## src/shared/atp_defines.svh

```systemverilog
// offsets, field positions, reset values and sizes of the access protection checker
// assumes a 12-bit byte address on the register bus and 32-bit words
`ifndef ATP_DEFINES_SVH
`define ATP_DEFINES_SVH

// register map (byte addresses)
`define ATP_BOUND_BASE    12'h000   // 4 sets x 16 words, words 0..11 used per set
`define ATP_BOUND_TOP     12'h0FF   // last byte of the bound window
`define ATP_BOUND_WORDS   4'hC      // used words per set: 6 ranges x lower/upper
`define ATP_MODE_BASE     12'h100   // one mode word per set, 0x100..0x10C
`define ATP_STATUS        12'h120   // sticky trap events, read only
`define ATP_CLEAR         12'h124   // write one to clear status bits, write only
`define ATP_IRQ_EN        12'h128   // interrupt enable, same layout as status
`define ATP_VIOL_ADDR     12'h12C   // address of the last rejected access
`define ATP_VIOL_INFO     12'h130   // trap kind and set of the last rejected access

// mode word fields
`define ATP_MODE_RD_LSB   0         // data range r read grant at bit 2r
`define ATP_MODE_WR_LSB   1         // data range r write grant at bit 2r+1
`define ATP_MODE_X_LSB    8         // code range c fetch grant at bit 8+c
`define ATP_MODE_EN_LSB   16        // range k enable at bit 16+k (data 0..3, code 4..5)

// status bit positions
`define ATP_ST_PRIV       0
`define ATP_ST_READ       1
`define ATP_ST_WRITE      2
`define ATP_ST_EXEC       3
`define ATP_ST_BITS       4

// reset values
`define ATP_RST_WORD      32'h0000_0000
`define ATP_RST_STATUS    4'h0

// address space layout
`define ATP_PRIV_SEG_LO   4'hE      // segments 14 and 15 are privileged in physical mode
`define ATP_PAGE_BITS     12        // offset bits kept through page translation

`endif

```

## src/shared/atp_pkg.sv

```systemverilog
// types shared by the access protection checker and its surroundings
// assumes the defines header is included by users that need numbers
package atp_pkg;

    // kind of processor access
    typedef enum logic [1:0] {
        ATP_ACC_READ  = 2'b00,
        ATP_ACC_WRITE = 2'b01,
        ATP_ACC_FETCH = 2'b10
    } atp_acc_e;

    // privilege level of the issuing task
    typedef enum logic [1:0] {
        ATP_PRIV_USER0 = 2'b00,
        ATP_PRIV_USER1 = 2'b01,
        ATP_PRIV_SUPER = 2'b10
    } atp_priv_e;

    // trap raised instead of completing the access
    typedef enum logic [2:0] {
        ATP_TRAP_NONE  = 3'b000,
        ATP_TRAP_PRIV  = 3'b001,
        ATP_TRAP_READ  = 3'b010,
        ATP_TRAP_WRITE = 3'b011,
        ATP_TRAP_EXEC  = 3'b100
    } atp_trap_e;

    // access request from fetch or load/store, with the page entry already looked up
    typedef struct packed {
        logic         valid;
        atp_acc_e     kind;
        atp_priv_e    priv;
        logic         virt_mode;
        logic [1:0]   protection_set_select;
        logic [31:0]  vaddr;
        logic [19:0]  pte_frame;
        logic         page_execute_enable;
        logic         page_write_enable;
        logic         page_read_enable;
    } atp_req_s;

    // verdict for one request
    typedef struct packed {
        logic         valid;
        logic [31:0]  paddr;
        logic         via_pte;
        atp_trap_e    trap;
    } atp_resp_s;

endpackage

```

## src/hdl/atp_check.sv

```systemverilog
// access protection checker: translation choice, range and page checks, trap signalling
// assumes requests come from logic on pclk and the page entry is valid with the request
//
// Local design decisions: the placing of the registers and the APB register port.
`timescale 1ns/1ns
`include "atp_defines.svh"

module atp_check #(
    parameter int NUM_SETS   = 4,   // protection register sets
    parameter int DATA_RANGES = 4,  // ranges in the data part of a set
    parameter int CODE_RANGES = 2   // ranges in the code part of a set
) (
    // clock, reset, enable
    input  wire logic                pclk,
    input  wire logic                presetn,
    input  wire logic                ce,
    // register bus
    input  wire logic                psel,
    input  wire logic                penable,
    input  wire logic                pwrite,
    input  wire logic [11:0]         paddr,
    input  wire logic [31:0]         pwdata,
    output      logic [31:0]         prdata,
    output      logic                pready,
    output      logic                pslverr,
    // processor access path
    input  wire atp_pkg::atp_req_s   req,
    output      atp_pkg::atp_resp_s  resp,
    // debug trace
    output      logic                dbg_viol,
    output      logic [31:0]         dbg_addr,
    output      atp_pkg::atp_trap_e  dbg_trap,
    // interrupt
    output      logic                irq
);

    localparam int NR = DATA_RANGES + CODE_RANGES;  // ranges per set

    ////////////////////////////////////////////////////////////////////////////////
    // storage

    logic [31:0]              bound_lo [NUM_SETS][NR];   // inclusive lower bounds
    logic [31:0]              bound_hi [NUM_SETS][NR];   // exclusive upper bounds
    logic [31:0]              mode     [NUM_SETS];       // grants and enables per set
    logic [`ATP_ST_BITS-1:0]  status;                    // sticky trap events
    logic [`ATP_ST_BITS-1:0]  irq_en;                    // interrupt enables
    logic [31:0]              viol_addr;                 // last rejected address
    logic [4:0]               viol_info;                 // trap kind and set of it

    ////////////////////////////////////////////////////////////////////////////////
    // bus decode

    logic        setup;          // setup phase of a transfer
    logic        wr_take;        // write lands at this edge
    logic        in_bound;       // address hits a used word of the bound window
    logic [1:0]  b_set;          // set addressed in the bound window
    logic [3:0]  b_word;         // word inside that set
    logic [2:0]  b_range;        // range addressed
    logic        in_mode;        // address hits a mode word
    logic        mapped;         // any register decodes
    logic [31:0] rd_mux;         // read value before registering

    assign setup    = psel & ~penable;
    assign wr_take  = psel & penable & pready & pwrite & ~pslverr;
    assign b_set    = paddr[7:6];
    assign b_word   = paddr[5:2];
    assign b_range  = b_word[3:1];
    assign in_bound = (paddr <= `ATP_BOUND_TOP) && (b_word < `ATP_BOUND_WORDS);
    assign in_mode  = (paddr[11:4] == `ATP_MODE_BASE >> 4) && (paddr[1:0] == 2'b00);

    // decode and read selection; unaligned or unmapped addresses are refused
    always_comb
    begin
        mapped = 1'b1;
        rd_mux = `ATP_RST_WORD;
        if (paddr[1:0] != 2'b00)
        begin
            mapped = 1'b0;                    // only whole words exist
        end
        else if (in_bound)
        begin
            rd_mux = b_word[0] ? bound_hi[b_set][b_range] : bound_lo[b_set][b_range];
        end
        else if (in_mode)
        begin
            rd_mux = mode[paddr[3:2]];
        end
        else
        begin
            case (paddr)
                `ATP_STATUS:    rd_mux = {28'h0000000, status};
                `ATP_CLEAR:     rd_mux = `ATP_RST_WORD;    // write only, reads zero
                `ATP_IRQ_EN:    rd_mux = {28'h0000000, irq_en};
                `ATP_VIOL_ADDR: rd_mux = viol_addr;
                `ATP_VIOL_INFO: rd_mux = {27'h0000000, viol_info};
                default:        mapped = 1'b0;
            endcase
        end
    end

    // one access cycle: answer is prepared in setup, shown with pready in access
    always_ff @(posedge pclk or negedge presetn)
    begin
        if (!presetn)
        begin
            pready  <= 1'b0;
            pslverr <= 1'b0;
            prdata  <= `ATP_RST_WORD;
        end
        else if (ce)
        begin
            pready  <= setup;
            pslverr <= setup & ~mapped;
            if (setup & ~pwrite)
            begin
                prdata <= mapped ? rd_mux : `ATP_RST_WORD;
            end
        end
    end

    ////////////////////////////////////////////////////////////////////////////////
    // protection register writes

    // bound pairs, one per range and set, and mode words, one per set
    always_ff @(posedge pclk or negedge presetn)
    begin
        if (!presetn)
        begin
            for (int s = 0; s < NUM_SETS; s++)
            begin
                mode[s] <= `ATP_RST_WORD;
                for (int k = 0; k < NR; k++)
                begin
                    bound_lo[s][k] <= `ATP_RST_WORD;
                    bound_hi[s][k] <= `ATP_RST_WORD;
                end
            end
        end
        else if (ce && wr_take)
        begin
            if (in_bound)
            begin
                if (b_word[0])
                    bound_hi[b_set][b_range] <= pwdata;
                else
                    bound_lo[b_set][b_range] <= pwdata;
            end
            else if (in_mode)
            begin
                mode[paddr[3:2]] <= pwdata;
            end
        end
    end

    // interrupt enables
    always_ff @(posedge pclk or negedge presetn)
    begin
        if (!presetn)
            irq_en <= `ATP_RST_STATUS;
        else if (ce && wr_take && paddr == `ATP_IRQ_EN)
            irq_en <= pwdata[`ATP_ST_BITS-1:0];
    end

    ////////////////////////////////////////////////////////////////////////////////
    // translation choice

    logic [3:0]  seg;        // segment of the virtual address
    logic        upper;      // address in the upper half
    logic        use_pte;    // lower half in virtual mode goes through the page entry
    logic [31:0] phys;       // physical address handed on
    logic [1:0]  act_set;    // active protection set

    assign seg     = req.vaddr[31:28];
    assign upper   = seg[3];
    assign use_pte = req.virt_mode & ~upper;
    assign act_set = req.protection_set_select;
    // direct translation keeps the address, page translation swaps the frame
    assign phys    = use_pte ? {req.pte_frame, req.vaddr[`ATP_PAGE_BITS-1:0]}
                             : req.vaddr;

    ////////////////////////////////////////////////////////////////////////////////
    // range checks, one per range of the active set

    logic [NR-1:0] grant;    // range contains the address and grants this kind

    generate
        for (genvar k = 0; k < NR; k++)
        begin : g_range
            logic hit;   // enabled and containing
            logic ok;    // mode grants this access kind
            assign hit = mode[act_set][`ATP_MODE_EN_LSB + k]
                       && (phys >= bound_lo[act_set][k])
                       && (phys <  bound_hi[act_set][k]);
            if (k < DATA_RANGES)
            begin : g_data
                // data ranges never grant a fetch, so code and data stay apart
                always_comb
                begin
                    case (req.kind)
                        atp_pkg::ATP_ACC_READ:  ok = mode[act_set][`ATP_MODE_RD_LSB + 2*k];
                        atp_pkg::ATP_ACC_WRITE: ok = mode[act_set][`ATP_MODE_WR_LSB + 2*k];
                        default:                ok = 1'b0;
                    endcase
                end
            end
            else
            begin : g_code
                // code ranges grant only fetches
                assign ok = (req.kind == atp_pkg::ATP_ACC_FETCH)
                          && mode[act_set][`ATP_MODE_X_LSB + k - DATA_RANGES];
            end
            assign grant[k] = hit & ok;
        end
    endgenerate

    ////////////////////////////////////////////////////////////////////////////////
    // verdict

    logic               range_ok;    // some range permits the access
    logic               pte_ok;      // page entry permits the access
    logic               u0_block;    // user0 touches a privileged address
    atp_pkg::atp_trap_e verdict;     // trap for this request

    assign range_ok = |grant;
    // user0 may not reach privileged space; the mode decides what that space is
    assign u0_block = (req.priv == atp_pkg::ATP_PRIV_USER0)
                    && (req.virt_mode ? upper
                                      : (seg >= `ATP_PRIV_SEG_LO));

    // page bits pick the permission of the access kind
    always_comb
    begin
        case (req.kind)
            atp_pkg::ATP_ACC_FETCH: pte_ok = req.page_execute_enable;
            atp_pkg::ATP_ACC_WRITE: pte_ok = req.page_write_enable;
            atp_pkg::ATP_ACC_READ:  pte_ok = req.page_read_enable;
            default:                pte_ok = 1'b0;
        endcase
    end

    // privilege violation outranks the permission checks
    always_comb
    begin
        verdict = atp_pkg::ATP_TRAP_NONE;
        if (u0_block)
            verdict = atp_pkg::ATP_TRAP_PRIV;
        else if (use_pte ? !pte_ok : !range_ok)
        begin
            case (req.kind)
                atp_pkg::ATP_ACC_FETCH: verdict = atp_pkg::ATP_TRAP_EXEC;
                atp_pkg::ATP_ACC_WRITE: verdict = atp_pkg::ATP_TRAP_WRITE;
                default:                verdict = atp_pkg::ATP_TRAP_READ;
            endcase
        end
    end

    // answer to the core one cycle after the request
    always_ff @(posedge pclk or negedge presetn)
    begin
        if (!presetn)
            resp <= '0;
        else if (ce)
        begin
            resp.valid   <= req.valid;
            resp.paddr   <= phys;
            resp.via_pte <= use_pte;
            // the core runs the trap handler routine instead of the access
            resp.trap    <= req.valid ? verdict : atp_pkg::ATP_TRAP_NONE;
        end
    end

    ////////////////////////////////////////////////////////////////////////////////
    // debug trace

    logic bad;   // rejected request this cycle
    assign bad = req.valid && (verdict != atp_pkg::ATP_TRAP_NONE);

    // pulse with the offending address for the debug unit
    always_ff @(posedge pclk or negedge presetn)
    begin
        if (!presetn)
        begin
            dbg_viol <= 1'b0;
            dbg_addr <= `ATP_RST_WORD;
            dbg_trap <= atp_pkg::ATP_TRAP_NONE;
        end
        else if (ce)
        begin
            dbg_viol <= bad;
            if (bad)
            begin
                dbg_addr <= req.vaddr;
                dbg_trap <= verdict;
            end
        end
    end

    // last violation kept for software; a later one overwrites it
    always_ff @(posedge pclk or negedge presetn)
    begin
        if (!presetn)
        begin
            viol_addr <= `ATP_RST_WORD;
            viol_info <= 5'h00;
        end
        else if (ce && bad)
        begin
            viol_addr <= req.vaddr;
            viol_info <= {act_set, verdict};
        end
    end

    ////////////////////////////////////////////////////////////////////////////////
    // status and interrupt

    logic [`ATP_ST_BITS-1:0] ev;    // event of this cycle
    logic [`ATP_ST_BITS-1:0] clr;   // bits software clears this cycle

    always_comb
    begin
        ev = `ATP_RST_STATUS;
        if (bad)
        begin
            case (verdict)
                atp_pkg::ATP_TRAP_PRIV:  ev[`ATP_ST_PRIV]  = 1'b1;
                atp_pkg::ATP_TRAP_READ:  ev[`ATP_ST_READ]  = 1'b1;
                atp_pkg::ATP_TRAP_WRITE: ev[`ATP_ST_WRITE] = 1'b1;
                atp_pkg::ATP_TRAP_EXEC:  ev[`ATP_ST_EXEC]  = 1'b1;
                default:                 ev = `ATP_RST_STATUS;
            endcase
        end
    end

    assign clr = (wr_take && paddr == `ATP_CLEAR) ? pwdata[`ATP_ST_BITS-1:0] : `ATP_RST_STATUS;

    // sticky bits; a new event beats a clear in the same cycle so none is lost
    always_ff @(posedge pclk or negedge presetn)
    begin
        if (!presetn)
            status <= `ATP_RST_STATUS;
        else if (ce)
            status <= (status & ~clr) | ev;
    end

    // level interrupt, registered so the output comes straight from a flop
    always_ff @(posedge pclk or negedge presetn)
    begin
        if (!presetn)
            irq <= 1'b0;
        else if (ce)
            irq <= |(((status & ~clr) | ev) & irq_en);
    end

endmodule

```

## config.mk

```make
export PLATFORM = sky130hd
export DESIGN_NAME = atp_check
export DESIGN_NICKNAME = d
export VERILOG_FILES = /design/src/shared/atp_pkg.sv /design/src/hdl/atp_check.sv
export VERILOG_INCLUDE_DIRS = /design/src /design/src/shared
export SDC_FILE = /design/constraint.sdc
export NUM_CORES = 2
export LEC_CHECK = 0
export BUFFER_PORTS_ARGS = -buffer_cell sky130_fd_sc_hd__buf_2
export CAP_MARGIN = 10
export CORE_UTILIZATION = 41
export DETAILED_ROUTE_END_ITERATION = 10
export GPL_TIMING_DRIVEN = 1
export PLACE_DENSITY = 0.62
export SYNTH_ARGS = -nofsm -noshare
export SYNTH_HDL_FRONTEND = slang
export SYNTH_SLANG_ARGS = --single-unit
```

## constraint.sdc

```tcl
create_clock -name pclk -period 3.6 [get_ports pclk]
set_input_delay 0.18 -clock pclk [delete_from_list [all_inputs] [get_ports pclk]]
set_output_delay 0.18 -clock pclk [all_outputs]
set_load 0.005 [all_outputs]
```

==> reports/results.ini <==
[run_status]
outcome = finished, violations left
violations = negative setup slack

[clock_network]
cts.reportedPaths.clkPinSlew_ps = 60
h-tree-depth = 4
skew_pair_late_insertion_delay_ps = 870
clockBufferDepth = 3
cts_tree = built
numCtsBuffers = 193
clock-sinks = 1782
cts_root_buf = sky130_fd_sc_hd__clkbuf_16

[hold_path]
hp-class = primary input to flip-flop

[grt]
grt_first_pass_wirelength_mm = 499
grt_overflow = 0
global_route_usage_over_all_layers_pct = 27.7
grt_pass1_vias = 72853
grt_max_degree = 129
grt_antenna_before_repair = 17

[synthesis]
synth_top_family_by_area = multiplexers
synth_compound_area_share_pct = 5.08
synth.yosys.seq_area_share_pct = 44.7
synth_enable_flop_cells = 0
ys.flop_type = sky130_fd_sc_hd__dfrtp_1
average_cell_area_after_synthesis_um2 = 13.8
yosys.area_share.simple_pct = 3.01
ys.warnings.count = 0
post_synth_instance_area_mm2 = 0.0997
synthAdderAreaFrac_pct = 4.75
synth_xor_area_share_pct = 0
synth.ff_latch_count = 1782
synth.area.mux_share_pct = 38.3
synthesis.instances = 7243
ys_async_sr_fraction_pct = 100
yosysUniqueCellTypes = 69
synth_nets = 7734

[finish]
drive_above_1_share_pct = 51.5
final_core_util_pct = 49.9
final_nets = 8533
post-route-cell-area_mm2 = 0.120
synthToLayoutAreaGrowth_pct = 20.7

[setup_path]
critical_path_required_ps = 4330
worst-r2r-setup-slack_ps = -380
timing.critical_path.arrival_ps = 4710
worstPathMaxFanout = 15
worst-setup-path-type = flip-flop to flip-flop
setup.worst_path.start_class = flip-flop
element_type_at_the_critical_path_end = flip-flop

[sta]
final-hold-violation-count = 0
min_period_over_period_pct = 110
grt_setup_unrepaired = true
setup-tns-final_ps = -12600
final.setup_skew_ps = 44.4
achievable-frequency_mhz = 251
post-route-min-period_ps = 3980
slew_viol_final = 0
max-slew-margin-rel_pct = 11.6
finalSetupViolCount = 45
worst_margin_slew_ps = 1330
setup_ws_ps = -377

[floorplan]
ios = 221
start_util_pct = 41.3
die_footprint_mm2 = 0.245
die_height_um = 495
cell_row_count = 180
fp.dieW_um = 495
core_region_area_mm2 = 0.241

[place]
buffer_ports.inserted = 220
routabilityCongestion = 0.933
detailed_place.area_mm2 = 0.112
detailedPlacementHpwl_mm = 236
place_worst_setup_slack_ps = -1520

[route]
detailedRoute.firstIterationViolations = 6045
drcViolationCount = 0
vias_per_cell = 6.14
route.final.wire_length_mm = 339
routed_wire_length_per_instance_um = 29.8
ant_nets = 0
firstDrtPassIters = 10
vias = 69915

[flow_run]
max_cap_violations = 0

[pwr]
power.density_mw_per_mm2 = 391
post-layout-total-power_w = 0.0470
ir_drop_uv = 523
cellLeakagePower_nw = 55.6

-- cell type report --
class	instances	area, um^2
multi-input cells	4409	52400
fillers	20244	121000
clock inverters	73	1020
repair buffers	1233	10900
inverters	423	1590
diodes	11	27.5
flip-flops and latches	1782	44600
clock buffers	280	5720
well taps	3185	3990
-- cells by family after synthesis --
group / count (synthesis)
AOI/OAI and AO/OA: 772
adders and majority gates: 378
buffers and inverters: 1052
DFF: 1782
muxes: 2599
and+or+nand+nor: 660
-- critical path, stage by stage (launching register included) --
cell                        delay [ps]
sky130_fd_sc_hd__dfrtp_1           400
sky130_fd_sc_hd__mux4_2            470
sky130_fd_sc_hd__inv_1             110
sky130_fd_sc_hd__ha_1              190
sky130_fd_sc_hd__nand2_1            60
sky130_fd_sc_hd__o21ai_0           390
sky130_fd_sc_hd__a211oi_1          100
sky130_fd_sc_hd__nor3_1            880
sky130_fd_sc_hd__a2111oi_4          30
sky130_fd_sc_hd__buf_4             210
sky130_fd_sc_hd__o21ai_2            80
sky130_fd_sc_hd__nand4_1           200
sky130_fd_sc_hd__buf_4             290
sky130_fd_sc_hd__a31oi_2           320
sky130_fd_sc_hd__o31ai_4           110
-- cell usage in the layout, fill, tap and decap left out, types with 51 or more instances in the layout --
| cell type | netlist | routed |
|---|---|---|
| sky130_fd_sc_hd__dfrtp_1 | 1782 | 1782 |
| sky130_fd_sc_hd__mux2_2 | 1702 | 1702 |
| sky130_fd_sc_hd__buf_4 | 5 | 811 |
| sky130_fd_sc_hd__mux4_2 | 802 | 802 |
| sky130_fd_sc_hd__inv_1 | 422 | 405 |
| sky130_fd_sc_hd__ha_1 | 378 | 367 |
| sky130_fd_sc_hd__buf_2 | 58 | 211 |
| sky130_fd_sc_hd__nand2_1 | 229 | 202 |
| sky130_fd_sc_hd__clkbuf_16 | 0 | 198 |
| sky130_fd_sc_hd__nor2_1 | 196 | 168 |
| sky130_fd_sc_hd__buf_12 | 0 | 148 |
| sky130_fd_sc_hd__a21oi_1 | 148 | 137 |
| sky130_fd_sc_hd__o21ai_0 | 147 | 136 |
| sky130_fd_sc_hd__o22ai_1 | 113 | 112 |
| sky130_fd_sc_hd__mux2i_1 | 93 | 93 |
| sky130_fd_sc_hd__nand3_1 | 65 | 65 |
| sky130_fd_sc_hd__nand4_1 | 63 | 63 |
| sky130_fd_sc_hd__clkbuf_8 | 0 | 51 |
-- final timing paths --
kind,startpoint,to,cells after the start
setup / recovery,bound_hi[87],dbg_addr[22],14
hold / removal,req[23],resp[4],4
setup reg to reg,bound_hi[87],dbg_addr[22],14
hold reg to reg,prdata[1],prdata[1],2
max in group asynchronous,presetn,bound_lo[577],5
min in group asynchronous,presetn,mode[50],3
-- metal layers --
metal | vias to the layer above | part of all wire (%) | track usage [%]
li1 | 29105 | - | -
met1 | 37387 | 40 | 36.0
met2 | 2643 | 47 | 43.8
met3 | 776 | 6.6 | 4.41
met4 | 4 | 6.7 | 16.8
met5 | - | 0.010 | 0
-- report_power, final --
| part | total (W) | switching (W) | leakage (nW) | internal [W] |
|---|---|---|---|---|
| registers | 0.0205 | 0.000280 | 24.7 | 0.0202 |
| logic | 0.00527 | 0.00330 | 27.6 | 0.00197 |
| clock network | 0.0213 | 0.00873 | 3.32 | 0.0125 |
| total | 0.0470 | 0.0123 | 55.6 | 0.0347 |
-- repair_timing --
item | in CTS | in global routing
hold buffers | 47 | 0
pin swaps | 41 | 27
setup buffers | 5 | 10
endpoints found under the hold margin | 833 | 0
gates cloned | 2 | 3
resized for setup | 98 | 104
setup endpoints to repair | 45 | 45
-- synthesized netlist by cell type (7+ instances only) --
cell type / count / area, um^2
sky130_fd_sc_hd__a21oi_1: 148 / 741
sky130_fd_sc_hd__inv_1: 422 / 1580
sky130_fd_sc_hd__o22ai_1: 113 / 707
sky130_fd_sc_hd__ha_1: 378 / 4730
sky130_fd_sc_hd__o21a_1: 36 / 270
sky130_fd_sc_hd__a222oi_1: 28 / 280
sky130_fd_sc_hd__a31oi_1: 42 / 263
sky130_fd_sc_hd__nand2_1: 229 / 860
sky130_fd_sc_hd__mux2i_1: 93 / 931
sky130_fd_sc_hd__o41ai_1: 28 / 245
sky130_fd_sc_hd__nand2b_1: 16 / 100
sky130_fd_sc_hd__nand3_1: 65 / 325
sky130_fd_sc_hd__mux2_2: 1702 / 19200
sky130_fd_sc_hd__nor3_1: 25 / 125
sky130_fd_sc_hd__nor2_1: 196 / 736
sky130_fd_sc_hd__a211o_1: 10 / 87.6
sky130_fd_sc_hd__nor4_1: 13 / 81.3
sky130_fd_sc_hd__mux4_2: 802 / 18100
sky130_fd_sc_hd__nand4_1: 63 / 394
sky130_fd_sc_hd__dfrtp_1: 1782 / 44600
sky130_fd_sc_hd__a2111oi_0: 7 / 61.3
sky130_fd_sc_hd__o21ai_0: 147 / 736
sky130_fd_sc_hd__nor2b_1: 16 / 100
sky130_fd_sc_hd__and4_1: 7 / 61.3
sky130_fd_sc_hd__buf_2: 58 / 290
sky130_fd_sc_hd__o211ai_1: 21 / 158
sky130_fd_sc_hd__o31ai_1: 72 / 541
sky130_fd_sc_hd__clkbuf_1: 386 / 1450
sky130_fd_sc_hd__buf_1: 176 / 661
sky130_fd_sc_hd__a211oi_1: 23 / 173
sky130_fd_sc_hd__a21o_1: 43 / 323
-- state kept, by name, indices dropped and copies added, names as in the netlist --
name	count
viol_info	3
bound_lo	768
pready	1
status	4
dbg_viol	1
pslverr	1
dbg_trap	2
prdata	32
irq	1
resp	37
mode	128
bound_hi	768
irq_en	4
dbg_addr	32
-- through the flow --
step                      hold slack (ps)  cells
final                                43.3  11396
after global routing                 33.3  11393
after CTS                            3.48  11373
after detailed placement              248  10968
after global placement                249  10968
after floorplan                      -116   7243
(Power assumes the default switching activity.)
